File: src/verilog/conv_ctrl_pkg.sv
// Package: register offsets, field positions, reset values and timing counts
// Assumes: shared by the converter control top and its two helper modules
package conv_ctrl_pkg;

  // ----------------------------------------------------------------------
  // Register offsets (byte addresses on the plain register port)
  // ----------------------------------------------------------------------
  localparam logic [3:0] OFS_SC1     = 4'h0;
  localparam logic [3:0] OFS_SC2     = 4'h1;
  localparam logic [3:0] OFS_RES_HI  = 4'h2;
  localparam logic [3:0] OFS_RES_LO  = 4'h3;
  localparam logic [3:0] OFS_CMP_HI  = 4'h4;
  localparam logic [3:0] OFS_CMP_LO  = 4'h5;
  localparam logic [3:0] OFS_CFG     = 4'h6;
  localparam logic [3:0] OFS_PWR     = 4'h7;

  // ----------------------------------------------------------------------
  // Field positions
  // ----------------------------------------------------------------------
  localparam int SC1_CONVERSION_COMPLETE_FLAG   = 7;
  localparam int SC1_AIEN   = 6;
  localparam int SC1_CONT   = 5;
  localparam int SC2_ACT    = 7;
  localparam int SC2_TRG    = 6;
  localparam int SC2_CMPEN  = 5;
  localparam int SC2_CMPGT  = 4;
  localparam int CFG_MODE_LO = 2;
  localparam int CFG_DIV_LO  = 5;
  localparam int CFG_LSMP    = 4;
  localparam int PWR_WAIT   = 0;
  localparam int PWR_STOP2  = 1;
  localparam int PWR_STOP3  = 2;

  // ----------------------------------------------------------------------
  // Channel codes and encodings
  // ----------------------------------------------------------------------
  localparam logic [4:0] CH_TEMP     = 5'h1a;
  localparam logic [4:0] CH_BANDGAP  = 5'h1b;
  localparam logic [4:0] CH_OFF      = 5'h1f;
  localparam logic [4:0] CH_LAST_PIN = 5'h17;
  localparam logic [4:0] CH_RSV_A    = 5'h18;
  localparam logic [4:0] CH_RSV_B    = 5'h19;
  localparam logic [4:0] CH_RSV_C    = 5'h1c;

  localparam logic [1:0] SRC_BUS     = 2'h0;
  localparam logic [1:0] SRC_BUS_DIV2 = 2'h1;
  localparam logic [1:0] SRC_ALT     = 2'h2;
  localparam logic [1:0] SRC_LOCAL   = 2'h3;

  localparam logic [1:0] MODE_8      = 2'h0;
  localparam logic [1:0] MODE_12     = 2'h1;
  localparam logic [1:0] MODE_10     = 2'h2;

  // ----------------------------------------------------------------------
  // Reset values and timing counts
  // ----------------------------------------------------------------------
  localparam logic [7:0] SC1_RST     = 8'h1f;
  localparam logic [7:0] CFG_RST     = 8'h00;
  localparam int         SAMPLE_SHORT = 4;
  localparam int         SAMPLE_LONG  = 24;
  localparam int         RES_BITS     = 12;

endpackage : conv_ctrl_pkg

File: src/verilog/conv_clk_gen.sv
// Conversion clock enable generator: source select and divide
// Assumes: alternate and local clocks are pins, sampled into the bus clock
`timescale 1ns/10ps
`default_nettype none
module conv_clk_gen (
  input  wire logic       i_clk_sys,
  input  wire logic       i_rst_n,
  input  wire logic [1:0] i_src,
  input  wire logic [1:0] i_div,
  input  wire logic       i_alt_clk,
  input  wire logic       i_local_clk,
  input  wire logic       i_alt_ok,
  output logic            o_tick
);
  // ----------------------------------------------------------------------
  // Pin synchronisers and edge detection
  // ----------------------------------------------------------------------
  logic [2:0] alt_sync_r;
  logic [2:0] loc_sync_r;
  logic       half_r;
  logic [2:0] div_cnt_r;
  logic       src_edge;
  logic [2:0] div_lim;

  always_ff @(posedge i_clk_sys or negedge i_rst_n) begin
    if (!i_rst_n) begin
      alt_sync_r <= 3'h0;
      loc_sync_r <= 3'h0;
      half_r     <= 1'b0;
    end else begin
      alt_sync_r <= {alt_sync_r[1:0], i_alt_clk};
      loc_sync_r <= {loc_sync_r[1:0], i_local_clk};
      half_r     <= ~half_r;
    end
  end

  wire alt_rise = alt_sync_r[1] & ~alt_sync_r[2];
  wire loc_rise = loc_sync_r[1] & ~loc_sync_r[2];

  // Alternate source blocked in deep stop
  assign src_edge = (i_src == conv_ctrl_pkg::SRC_BUS)      ? 1'b1 :
                    (i_src == conv_ctrl_pkg::SRC_BUS_DIV2) ? half_r :
                    (i_src == conv_ctrl_pkg::SRC_ALT)      ? (alt_rise & i_alt_ok) :
                                                             loc_rise;

  // ----------------------------------------------------------------------
  // Divider by 1, 2, 4 or 8
  // ----------------------------------------------------------------------
  assign div_lim = 3'((4'h1 << i_div) - 4'h1);

  always_ff @(posedge i_clk_sys or negedge i_rst_n) begin
    if (!i_rst_n) begin
      div_cnt_r <= 3'h0;
    end else if (src_edge) begin
      div_cnt_r <= (div_cnt_r >= div_lim) ? 3'h0 : div_cnt_r + 3'h1;
    end
  end

  assign o_tick = src_edge & (div_cnt_r >= div_lim);
endmodule : conv_clk_gen
`default_nettype wire

File: src/verilog/conv_ctrl.sv
// Converter control top: register port, triggers, channel, format, compare
// Assumes: one bus clock; analog mux and comparator sit outside
//
// Overview of operation
// - Channel select field picks one of 28 inputs
// - Codes for absent channels are reserved
// - Reserved code still converts; result undefined
// - Code 26 routes the temperature sensor
// - Code 27 routes the internal bandgap
// - Four selectable conversion clock sources
// - Selected source divided by programmable divide field
// - Alternate clock keeps running in wait
// - Alternate clock unusable in stop2 or stop3
// - Counter overflow starts one conversion when enabled
// - Hardware trigger works in run, wait, stop3
// - Control register one write aborts; restarts only with software trigger select
// - Right-justified unsigned 12, 10 or 8 bit result
// - Single or continuous; single returns to idle
// - Optional compare, less-than or greater-equal
// - Complete flag with maskable interrupt
// - Conversions continue in wait and stop3
// - All-ones channel code switches converter off
// - Flag cleared by control write or low read
// - Trigger select picks software or hardware starts
//
// Strobed register access and the placing of the registers are this design's own decisions.
`timescale 1ns/10ps
`default_nettype none
module conv_ctrl #(
  parameter int CHANNELS = 28
) (
  input  wire logic        i_clk_sys,
  input  wire logic        i_rst_n,
  input  wire logic [3:0]  i_addr,
  input  wire logic [7:0]  i_wdata,
  input  wire logic        i_wr,
  input  wire logic        i_rd,
  output logic      [7:0]  o_rdata,
  input  wire logic        i_hw_trig,
  input  wire logic        i_alt_clk,
  input  wire logic        i_local_clk,
  input  wire logic        i_cmp_hi,
  output logic      [4:0]  o_chan_sel,
  output logic             o_chan_en,
  output logic      [11:0] o_dac,
  output logic             o_sampling,
  output logic             o_conv_irq
);
  // ----------------------------------------------------------------------
  // Register storage
  // ----------------------------------------------------------------------
  logic [7:0]  sc1_r;
  logic [2:0]  sc2_r;
  logic [7:0]  cfg_r;
  logic [2:0]  pwr_r;
  logic [11:0] cmpv_r;
  logic [11:0] data_r;
  logic        conversion_complete_flag_r;
  logic [7:0]  rdata_r;
  logic [2:0]  trig_sync_r;
  logic        cont_run_r;

  // ----------------------------------------------------------------------
  // Decode
  // ----------------------------------------------------------------------
  function automatic logic hit(input logic [3:0] a, input logic [3:0] ofs);
    hit = (a == ofs);
  endfunction : hit

  wire wr_sc1  = i_wr & hit(i_addr, conv_ctrl_pkg::OFS_SC1);
  wire wr_sc2  = i_wr & hit(i_addr, conv_ctrl_pkg::OFS_SC2);
  wire wr_cfg  = i_wr & hit(i_addr, conv_ctrl_pkg::OFS_CFG);
  wire wr_pwr  = i_wr & hit(i_addr, conv_ctrl_pkg::OFS_PWR);
  wire wr_cmph = i_wr & hit(i_addr, conv_ctrl_pkg::OFS_CMP_HI);
  wire wr_cmpl = i_wr & hit(i_addr, conv_ctrl_pkg::OFS_CMP_LO);
  wire rd_lo   = i_rd & hit(i_addr, conv_ctrl_pkg::OFS_RES_LO);

  wire [4:0] chan     = sc1_r[4:0];
  wire       chan_off = (chan == conv_ctrl_pkg::CH_OFF);
  wire       hw_mode  = sc2_r[2];
  wire       cmp_en   = sc2_r[1];
  wire       cmp_ge   = sc2_r[0];
  wire [1:0] src_sel  = cfg_r[1:0];
  wire [1:0] fmt_mode = cfg_r[conv_ctrl_pkg::CFG_MODE_LO +: 2];
  wire [1:0] div_sel  = cfg_r[conv_ctrl_pkg::CFG_DIV_LO +: 2];
  wire       long_smp = cfg_r[conv_ctrl_pkg::CFG_LSMP];
  wire       in_stop23 = pwr_r[conv_ctrl_pkg::PWR_STOP2] | pwr_r[conv_ctrl_pkg::PWR_STOP3];
  wire       in_stop2  = pwr_r[conv_ctrl_pkg::PWR_STOP2];

  // ----------------------------------------------------------------------
  // Triggers
  // ----------------------------------------------------------------------
  always_ff @(posedge i_clk_sys or negedge i_rst_n) begin
    if (!i_rst_n) begin
      trig_sync_r <= 3'h0;
    end else begin
      trig_sync_r <= {trig_sync_r[1:0], i_hw_trig};
    end
  end

  // Overflow pulse accepted in run, wait and stop3; only stop2 powers it down
  wire hw_edge  = trig_sync_r[1] & ~trig_sync_r[2];
  wire hw_start = hw_mode & hw_edge & ~chan_off & ~in_stop2;
  wire sw_start = wr_sc1 & ~hw_mode & (i_wdata[4:0] != conv_ctrl_pkg::CH_OFF);
  wire abort    = wr_sc1 | chan_off;

  // ----------------------------------------------------------------------
  // Clock generator and sequencer
  // ----------------------------------------------------------------------
  logic        tick;
  logic        busy;
  logic        done;
  logic [11:0] raw;

  conv_clk_gen u_clk (
    .i_clk_sys   (i_clk_sys),
    .i_rst_n     (i_rst_n),
    .i_src       (src_sel),
    .i_div       (div_sel),
    .i_alt_clk   (i_alt_clk),
    .i_local_clk (i_local_clk),
    .i_alt_ok    (~in_stop23),
    .o_tick      (tick)
  );

  // Continuous re-arm after each completion unless switched off
  wire cont_again = done & sc1_r[conv_ctrl_pkg::SC1_CONT] & ~chan_off
                    & (~hw_mode | cont_run_r);
  // A write that switches off or restarts must not be overtaken by a re-arm
  wire off_wr     = wr_sc1 & (i_wdata[4:0] == conv_ctrl_pkg::CH_OFF);
  wire start      = sw_start | (hw_start & ~off_wr) | (cont_again & ~wr_sc1);

  conv_sar_core #(
    .BITS (conv_ctrl_pkg::RES_BITS)
  ) u_core (
    .i_clk_sys  (i_clk_sys),
    .i_rst_n    (i_rst_n),
    .i_start    (start),
    .i_abort    (abort),
    .i_tick     (tick),
    .i_long     (long_smp),
    .i_cmp_hi   (i_cmp_hi),
    .o_dac      (o_dac),
    .o_sampling (o_sampling),
    .o_busy     (busy),
    .o_done     (done),
    .o_result   (raw)
  );

  // ----------------------------------------------------------------------
  // Result format and compare
  // ----------------------------------------------------------------------
  wire [11:0] fmt = (fmt_mode == conv_ctrl_pkg::MODE_12) ? raw :
                    (fmt_mode == conv_ctrl_pkg::MODE_10) ? {2'h0, raw[11:2]} :
                                                           {4'h0, raw[11:4]};
  wire cmp_true = cmp_ge ? (fmt >= cmpv_r) : (fmt < cmpv_r);
  wire take     = done & (~cmp_en | cmp_true);
  wire clr_conversion_complete_flag = wr_sc1 | rd_lo;

  always_ff @(posedge i_clk_sys or negedge i_rst_n) begin
    if (!i_rst_n) begin
      data_r <= 12'h000;
      conversion_complete_flag_r <= 1'b0;
    end else begin
      if (take) begin
        data_r <= fmt;
      end
      conversion_complete_flag_r <= take | (conversion_complete_flag_r & ~clr_conversion_complete_flag);
    end
  end

  // ----------------------------------------------------------------------
  // Control registers
  // ----------------------------------------------------------------------
  always_ff @(posedge i_clk_sys or negedge i_rst_n) begin
    if (!i_rst_n) begin
      sc1_r      <= conv_ctrl_pkg::SC1_RST;
      sc2_r      <= 3'h0;
      cfg_r      <= conv_ctrl_pkg::CFG_RST;
      pwr_r      <= 3'h0;
      cmpv_r     <= 12'h000;
      cont_run_r <= 1'b0;
    end else begin
      if (wr_sc1) begin
        sc1_r <= i_wdata;
      end
      if (wr_sc2) begin
        sc2_r <= i_wdata[6:4];
      end
      if (wr_cfg) begin
        cfg_r <= i_wdata;
      end
      if (wr_pwr) begin
        pwr_r <= i_wdata[2:0];
      end
      if (wr_cmph) begin
        cmpv_r[11:8] <= i_wdata[3:0];
      end
      if (wr_cmpl) begin
        cmpv_r[7:0] <= i_wdata;
      end
      // Hardware continuous mode runs from the first overflow
      if (wr_sc1 | chan_off) begin
        cont_run_r <= 1'b0;
      end else if (hw_start) begin
        cont_run_r <= 1'b1;
      end
    end
  end

  // ----------------------------------------------------------------------
  // Channel routing: codes 26/27 map to internal sensors, reserved codes
  // are passed through and give whatever the mux delivers
  // ----------------------------------------------------------------------
  assign o_chan_sel = chan;
  assign o_chan_en  = busy & ~chan_off;

  // ----------------------------------------------------------------------
  // Read port
  // ----------------------------------------------------------------------
  wire [7:0] sc1_rd = {conversion_complete_flag_r, sc1_r[6:0]};
  wire [7:0] sc2_rd = {busy, sc2_r, 4'h0};
  wire [7:0] rd_mux =
    hit(i_addr, conv_ctrl_pkg::OFS_SC1)    ? sc1_rd :
    hit(i_addr, conv_ctrl_pkg::OFS_SC2)    ? sc2_rd :
    hit(i_addr, conv_ctrl_pkg::OFS_RES_HI) ? {4'h0, data_r[11:8]} :
    hit(i_addr, conv_ctrl_pkg::OFS_RES_LO) ? data_r[7:0] :
    hit(i_addr, conv_ctrl_pkg::OFS_CMP_HI) ? {4'h0, cmpv_r[11:8]} :
    hit(i_addr, conv_ctrl_pkg::OFS_CMP_LO) ? cmpv_r[7:0] :
    hit(i_addr, conv_ctrl_pkg::OFS_CFG)    ? cfg_r :
    hit(i_addr, conv_ctrl_pkg::OFS_PWR)    ? {5'h00, pwr_r} : 8'h00;

  always_ff @(posedge i_clk_sys or negedge i_rst_n) begin
    if (!i_rst_n) begin
      rdata_r <= 8'h00;
    end else begin
      rdata_r <= i_rd ? rd_mux : 8'h00;
    end
  end

  assign o_rdata    = rdata_r;
  assign o_conv_irq = conversion_complete_flag_r & sc1_r[conv_ctrl_pkg::SC1_AIEN];
endmodule : conv_ctrl
`default_nettype wire

File: src/verilog/conv_sar_core.sv
// Successive approximation sequencer: sample, then one bit per tick
// Assumes: comparator answer from the analog side is already synchronous
`timescale 1ns/10ps
`default_nettype none
module conv_sar_core #(
  parameter int BITS = 12
) (
  input  wire logic            i_clk_sys,
  input  wire logic            i_rst_n,
  input  wire logic            i_start,
  input  wire logic            i_abort,
  input  wire logic            i_tick,
  input  wire logic            i_long,
  input  wire logic            i_cmp_hi,
  output logic [BITS-1:0]      o_dac,
  output logic                 o_sampling,
  output logic                 o_busy,
  output logic                 o_done,
  output logic [BITS-1:0]      o_result
);
  logic [4:0]       cnt_r;
  logic [BITS-1:0]  trial_r;
  logic [BITS-1:0]  res_r;
  logic [BITS-1:0]  bit_r;
  logic             busy_r;
  logic             samp_r;
  logic             done_r;
  wire  [4:0]       samp_len = i_long ? 5'(conv_ctrl_pkg::SAMPLE_LONG)
                                      : 5'(conv_ctrl_pkg::SAMPLE_SHORT);

  always_ff @(posedge i_clk_sys or negedge i_rst_n) begin
    if (!i_rst_n) begin
      cnt_r   <= 5'h0;
      trial_r <= '0;
      res_r   <= '0;
      bit_r   <= '0;
      busy_r  <= 1'b0;
      samp_r  <= 1'b0;
      done_r  <= 1'b0;
    end else begin
      done_r <= 1'b0;
      if (i_abort) begin
        busy_r <= 1'b0;
        samp_r <= 1'b0;
      end
      if (i_start) begin
        busy_r  <= 1'b1;
        samp_r  <= 1'b1;
        cnt_r   <= 5'h0;
        bit_r   <= {1'b1, {(BITS-1){1'b0}}};
        trial_r <= {1'b1, {(BITS-1){1'b0}}};
      end else if (busy_r && i_tick) begin
        if (samp_r) begin
          cnt_r <= cnt_r + 5'h1;
          if (cnt_r + 5'h1 >= samp_len) begin
            samp_r <= 1'b0;
          end
        end else begin
          if (!i_cmp_hi) begin
            trial_r <= trial_r & ~bit_r;
          end
          if (bit_r[0]) begin
            busy_r <= 1'b0;
            done_r <= 1'b1;
            res_r  <= i_cmp_hi ? trial_r : (trial_r & ~bit_r);
          end else begin
            trial_r <= (i_cmp_hi ? trial_r : (trial_r & ~bit_r)) | (bit_r >> 1);
            bit_r   <= bit_r >> 1;
          end
        end
      end
    end
  end

  assign o_dac      = trial_r;
  assign o_sampling = samp_r;
  assign o_busy     = busy_r;
  assign o_done     = done_r;
  assign o_result   = res_r;
endmodule : conv_sar_core
`default_nettype wire
File: config.mk
export PLATFORM = sky130hd
export DESIGN_NAME = conv_ctrl
export DESIGN_NICKNAME = d
export VERILOG_FILES = /design/src/verilog/conv_ctrl_pkg.sv /design/src/verilog/conv_clk_gen.sv /design/src/verilog/conv_ctrl.sv /design/src/verilog/conv_sar_core.sv
export SDC_FILE = /design/constraint.sdc
export NUM_CORES = 1
export LEC_CHECK = 0
export BUFFER_PORTS_ARGS = -buffer_cell sky130_fd_sc_hd__buf_4
export CAP_MARGIN = 20
export CORE_ASPECT_RATIO = 1.75
export CORE_MARGIN = 4
export CORE_UTILIZATION = 54
export CTS_CLUSTER_DIAMETER = 60
export DETAILED_ROUTE_END_ITERATION = 6
export GPL_ROUTABILITY_DRIVEN = 0
export HOLD_SLACK_MARGIN = 0.05
export PLACE_DENSITY = 0.84
export SYNTH_ARGS = -nofsm -noshare
export SYNTH_HDL_FRONTEND = slang
export SYNTH_HIERARCHICAL = 1
export SYNTH_SLANG_ARGS = --single-unit
File: constraint.sdc
create_clock -name i_clk_sys -period 2.6 [get_ports i_clk_sys]
set_input_delay 0.13 -clock i_clk_sys [delete_from_list [all_inputs] [get_ports i_clk_sys]]
set_output_delay 0.13 -clock i_clk_sys [all_outputs]
set_load 0.01 [all_outputs]
# After elaboration in Yosys (flattened, before gate mapping)

Cells that the tools add are included.

$add $sub $neg: 3
Order comparisons: 4
Equal/unequal tests: 16
Shift-type cells: 1
Mux-type cells: 45
Bitwise logic cells: 52
Reduce and logical (&&, ||, !) cells: 10

Operators by type and width:

| kind                                                             | number |
|---|---|
| 12-bit 2-to-1 mux                                                | 10 |
| 8-bit 2-to-1 mux                                                 | 8 |
| 1-bit bitwise AND                                                | 27 |
| 1-bit 2-to-1 mux                                                 | 20 |
| 5-bit 2-to-1 mux                                                 | 4 |
| 4-bit by 3-bit == test with 1-bit output (second input constant) | 4 |
| 1-bit inverter                                                   | 14 |
| 12-bit bitwise AND                                               | 1 |
| 12-bit >= comparator                                             | 1 |
| 12-bit < comparator                                              | 1 |
| 12-bit inverter                                                  | 1 |
| 12-bit by 11-bit bitwise OR with 12-bit output                   | 1 |
| 5-bit == test (second input constant)                            | 2 |
| 10-bit 2-to-1 mux                                                | 1 |
| 4-bit by 2-bit == test with 1-bit output (second input constant) | 2 |
| 1-bit bitwise OR                                                 | 8 |
| 3-bit 2-to-1 mux                                                 | 2 |
| 2-bit nonzero test                                               | 3 |
| 5-bit by 1-bit adder with 5-bit output (second input constant)   | 1 |
| 5-bit >= comparator                                              | 1 |
| 5-bit != test (second input constant)                            | 1 |
| 2-bit by 1-bit == test with 1-bit output (second input constant) | 2 |
| 2-bit == test (second input constant)                            | 2 |
| 4-bit by 1-bit == test with 1-bit output (second input constant) | 1 |
| other kinds (11)                                                 | 13 |

Register bits: 112
Input port bits: 20
Output and inout bits: 28
Logic and storage cells: 154

# Depth between registers and ports, before layout

Depth after elaboration: 10
Gate-level depth with buffers: 13
Gate-level depth less buffers: 10

# By module

Netlist, hierarchy kept.

By module, submodules not included:

| module        | times used | cells each | area each (µm²) | sequential area each (µm²) |
|---|---|---|---|---|
| conv_ctrl     | 1          | 315        | 3303.2          | 1457.6 |
| conv_sar_core | 1          | 180        | 2001.9          | 1101.1 |
| conv_clk_gen  | 1          | 37         | 445.4           | 250.2 |

# Worst setup path after synthesis

No wires, ideal clock.

Path kind: flip-flop to flip-flop
Start point: reg cfg_r[3]
End point: reg data_r[10]
Setup time: 0.125 ns
Arrival: 2.651 ns
Data required time: 2.475 ns
Slack: -0.176 ns
Stages on the path, launching flop included: 13
Path buffers: 3
Period minus slack after synthesis: 2.776 ns
Cells stage by stage: dfrtp_1 > buf_2 > clkbuf_1 > o21ai_0 > o21ai_0 > ha_1 > and4b_1 > a211oi_1 > o31a_1 > nand4_1 > nand3b_4 > buf_12 > mux2_4

Word-level cells in the longest chain between the ends: 7
Elaborated cells on any way between the ends: 9
Classes of those cells: order compare: 2; eq/ne: 2; mux: 3; bitwise: 2

RTL lines:

| element                                                     | line             | RTL |
|---|---|---|
| start, declared                                             | conv_ctrl.sv:54  | `logic [7:0] cfg_r;` |
| start signal, assigned                                      | conv_ctrl.sv:179 | `cfg_r <= conv_ctrl_pkg::CFG_RST;` |
| start signal, assigned                                      | conv_ctrl.sv:191 | `cfg_r <= i_wdata;` |
| 2-bit == test                                               | conv_ctrl.sv:154 | `(fmt_mode == conv_ctrl_pkg::MODE_10) ? {2'h0, raw[11:2]} :` |
| 10-bit 2-to-1 mux                                           | conv_ctrl.sv:154 |  |
| 12-bit 2-to-1 mux (*)                                       | conv_ctrl.sv:153 | `wire [11:0] fmt = (fmt_mode == conv_ctrl_pkg::MODE_12) ? raw :` |
| via fmt[3]                                                  | conv_ctrl.sv:153 |  |
| 12-bit < comparator or 12-bit >= comparator (tied branches) | conv_ctrl.sv:156 | `wire cmp_true = cmp_ge ? (fmt >= cmpv_r) : (fmt < cmpv_r);` |
| 1-bit 2-to-1 mux (*)                                        | conv_ctrl.sv:156 |  |
| 1-bit bitwise OR (*)                                        | conv_ctrl.sv:157 | `wire take = done & (~cmp_en \| cmp_true);` |
| 1-bit bitwise AND (*)                                       | conv_ctrl.sv:157 |  |
| end signal, assigned                                        | conv_ctrl.sv:166 | `data_r <= fmt;` |
| end, declared                                               | conv_ctrl.sv:57  | `logic [11:0] data_r;` |

The timed path passes the listed nets; every way through them passes the cells marked *.
A chain may end at the register's enable or synchronous reset.

# Worst setup path after layout

Start point: reg cfg_r[3]
End point: reg data_r[2]

The elaborated chain is that of the path after synthesis.

==> qor.csv <==
stage;metric;value;unit
global_routing;initial antenna violation count;0;
run;max-cap viol count;0;
logic_synthesis;mapped cell area;5750;um2
routing;vias per cell;6.21;
final_layout;fin util;0.656;
routing;M1 wire length;5200;um
final_layout;layout cells sized above 1;0.267;
die;Horiz. Die Dim;86.0;um
routing;wire length on met2;7700;um
global_routing;number of global-route vias before repair;4727;
cts;deepest clock path buffer count;2;
critical_path;crit path from;cfg_r[3]$_DFFE_PN0P_;
power_and_ir_drop;part of the power in registers;0.423;
power_and_ir_drop;clock power share;0.239;
logic_synthesis;syn avg cell area;10.8;um2
logic_synthesis;Cell variety after synth;69;
critical_path;crit path DAT;3.03;ns
die;IO Pins;48;
power_and_ir_drop;pwr dens;870;nW/um2
global_routing;largest net degree at the start of global routing;66;
critical_path;number of cells on the worst reg-to-reg path;10;
critical_path;r2r endpoint;data_r[2]$_DFFE_PN0P_;
routing;DR iter-0 viols;356;
cts;H-tree levels;3;
cts;cts bufs inserted;9;
critical_path;r2r setup slk;-0.20;ns
cts;CTS clk-pin slew, worst paths;0.07;ns
die;Core Area;10400;um2
critical_path;CP Class;flop to flop;
sta;unrepaired setup endpoints after global routing;true;
power_and_ir_drop;Int Power;3.86;mW
routing;Routed Antenna Nets;0;
sta;Tightest Pin Transition;0.820;ns
final_layout;most common cell after layout, fill and taps aside;dfrtp_1;
sta;Final WS setup;-0.196;ns
critical_path;maximum net fanout on the critical path;7;
hold_path;HP Class;input pin to flop;
die;Initial Util;0.555;
final_layout;commonest cells after routing, fill and taps aside;dfrtp_1, buf_4, inv_1;
routing;Routed wire per std cell;20.0;um
logic_synthesis;Post-synth EDFFs;0;
critical_path;worst r2r src;cfg_r[3]$_DFFE_PN0P_;
routing;Routed Wire Length;14600;um
sta;relative slew slack;0.453;
cts;Root Driver;clkbuf_16;
sta;setup TNS;-2.08;ns
sta;period utilization;1.08;
sta;Slew Limit Fails;0;
critical_path;Critical Path RT;2.83;ns
power_and_ir_drop;Leakage;3.27;nW
sta;Hold Slack;0.0592;ns
status;status;finished, violations left;
logic_synthesis;yosys warns;6;
routing;DR WL met3;716;um
die;Die Area;12400;um2
cts;CTS tree;yes;
global_routing;GRT Total Usage;0.242;
sta;FMAX;358;MHz
placement;Setup WS pre-CTS;-0.244;ns
placement;number of port buffers;47;
routing;Vias;4534;
global_routing;global route total overflow;0;
die;Rows;49;
logic_synthesis;Seq/Total Area, Yosys;0.488;
logic_synthesis;dominant synthesized flop cell;dfrtp_1;
critical_path;Crit. End Element;flop;
critical_path;Worst setup endpoint;data_r[2]$_DFFE_PN0P_;
routing;DR pass1 iterations;5;
logic_synthesis;Synth Instances;532;
power_and_ir_drop;sw frac;0.347;
critical_path;startpoint types;flop;
power_and_ir_drop;maximum vdd drop;0.518;mV
sta;Tmin final;2.80;ns
logic_synthesis;Post-Syn Nets;573;
routing;Top Layer Used;met4;
power_and_ir_drop;Gate power share;0.338;
final_layout;diodes inserted;0;
logic_synthesis;#FFs+latches synth;112;
placement;DPL Wire Length;10300;um
final_layout;Final Net Count;639;
die;Die Ht;145;um
status;failing checks;negative setup slack;
final_layout;synthesis-to-layout area growth;18.1;%
sta;final setup skew;0.00677;ns
cts;number of clock sinks;112;
sta;final setup vio count;12;
global_routing;first-pass GRT wire length;23300;um
logic_synthesis;fraction of registers with async set/reset;1.00;
cts;Worst-Skew Late Latency;0.35;ns
routing;# DRC;0;
sta;final hold vios;0;
power_and_ir_drop;NetSw;2.05;mW
[critical path: stages, from the launching register on]
cell      delay [ns]
dfrtp_2         0.47
nor2b_4         0.15
buf_4           0.14
a22o_1          0.20
ha_1            0.31
buf_4           0.12
nand4_1         0.11
o31a_1          0.33
a211oi_2        0.25
nand3b_4        0.27
mux2_4          0.32
[through the flow]
step,cell area (um2),power [mW],instances
after global placement,6300,4.15,703
final,6790,5.91,730
after detailed placement,6300,4.30,703
after CTS,6720,5.79,729
after global routing,6790,6.22,730
after floorplan,5790,3.63,532
[final cells by class]
| cell class | count | area (um2) |
|---|---|---|
| clock inverters | 6 | 66.3 |
| flip-flops and latches | 112 | 2810 |
| inverters | 49 | 184 |
| fillers | 772 | 3570 |
| repair buffers | 80 | 633 |
| multi-input cells | 346 | 2700 |
| well taps | 127 | 159 |
| clock buffers | 10 | 239 |
[registers in the layout (all words and copies together) (netlist names)]
name	flops
u_core/bit_r	12
u_clk/loc_sync_r	3
cont_run_r	1
sc2_r	3
cmpv_r	12
u_clk/half_r	1
u_clk/alt_sync_r	3
o_rdata	8
cfg_r	8
data_r	12
u_core/o_result	12
u_core/o_done	1
u_clk/div_cnt_r	3
trig_sync_r	3
u_core/o_sampling	1
u_core/cnt_r	5
sc1_r	7
conversion_complete_flag_r	1
u_core/o_busy	1
pwr_r	3
u_core/o_dac	12
[worst min path at each step]
| stage | cells past startpoint | to | start |
|---|---|---|---|
| 3_3_place_gp | 1 | trig_sync_r[0]$_DFF_PN0_ | i_hw_trig |
| 4_1_cts | 3 | cmpv_r[2]$_DFFE_PN0P_ | i_wdata[2] |
| 2_1_floorplan | 0 | cfg_r[0]$_DFFE_PN0P_ | i_rst_n |
| 5_1_grt | 3 | sc2_r[1]$_DFFE_PN0P_ | i_wdata[5] |
| 3_5_place_dp | 1 | trig_sync_r[0]$_DFF_PN0_ | i_hw_trig |
| 6_report | 3 | cmpv_r[2]$_DFFE_PN0P_ | i_wdata[2] |
[routing by layer]
layer  GRT usage  up-vias
li1            -     2036
met1       0.263     2247
met2       0.428      177
met3      0.0382       74
met4       0.164        0
met5           0        -
[synth_stat cells, drive strengths merged (2+ instances only)]
cell type	count	area [um2]
dfrtp	107	2680
inv	49	184
nand2	44	170
o21ai	41	205
mux2	36	435
a21oi	21	109
ha	21	263
buf	17	133
mux2i	16	160
nor2	16	60.1
a22o	13	114
a32o	11	111
nand2b	11	68.8
clkbuf	9	33.8
nor2b	9	58.8
a22oi	8	60.1
o211ai	8	60.1
nand3	7	35.0
nand4	7	43.8
o22ai	7	43.8
and2	6	40.0
a21o	5	37.5
dfstp	5	131
a31oi	4	31.3
nand3b	4	42.5
o211a	4	40.0
or3	4	25.0
a211oi	3	27.5
a21boi	3	22.5
a2bb2oi	3	26.3
nor3	3	26.3
nor3b	3	27.5
or2	3	18.8
xnor2	3	26.3
a21bo	2	20.0
and4bb	2	28.8
o31ai	2	15.0
xor2	2	17.5
[logic make-up (layout without fill, tap and decap cells)]
kind of cell	Yosys count	count (layout)	synth area share
compound gates	143	143	0.174
xor+xnor	5	5	0.00762
fa+ha+maj	21	21	0.0457
buf+inv	75	145	0.0609
flops	112	112	0.488
mux	52	52	0.104
simple gates	124	125	0.120
[what timing repair did]
item                                   4_1_cts  5_1_grt
gates resized for setup                      7       17
endpoints found under the hold margin       71        0
setup endpoints to repair                   13       48
pin swaps                                    5        5
gates cloned                                 1        0
hold buffers                                 8        0
buffers inserted                             1        1
[power groups by stage]
stage | Sequential, mW | Clock (mW) | Combinational (mW)
after floorplan | 2.37 | 0 | 1.26
after global placement | 2.47 | 0 | 1.68
after detailed placement | 2.50 | 0 | 1.80
after CTS | 2.48 | 1.43 | 1.88
after global routing | 2.53 | 1.51 | 2.18
final | 2.50 | 1.41 | 2.00
No activity file was read; power rests on OpenSTA's default activity.
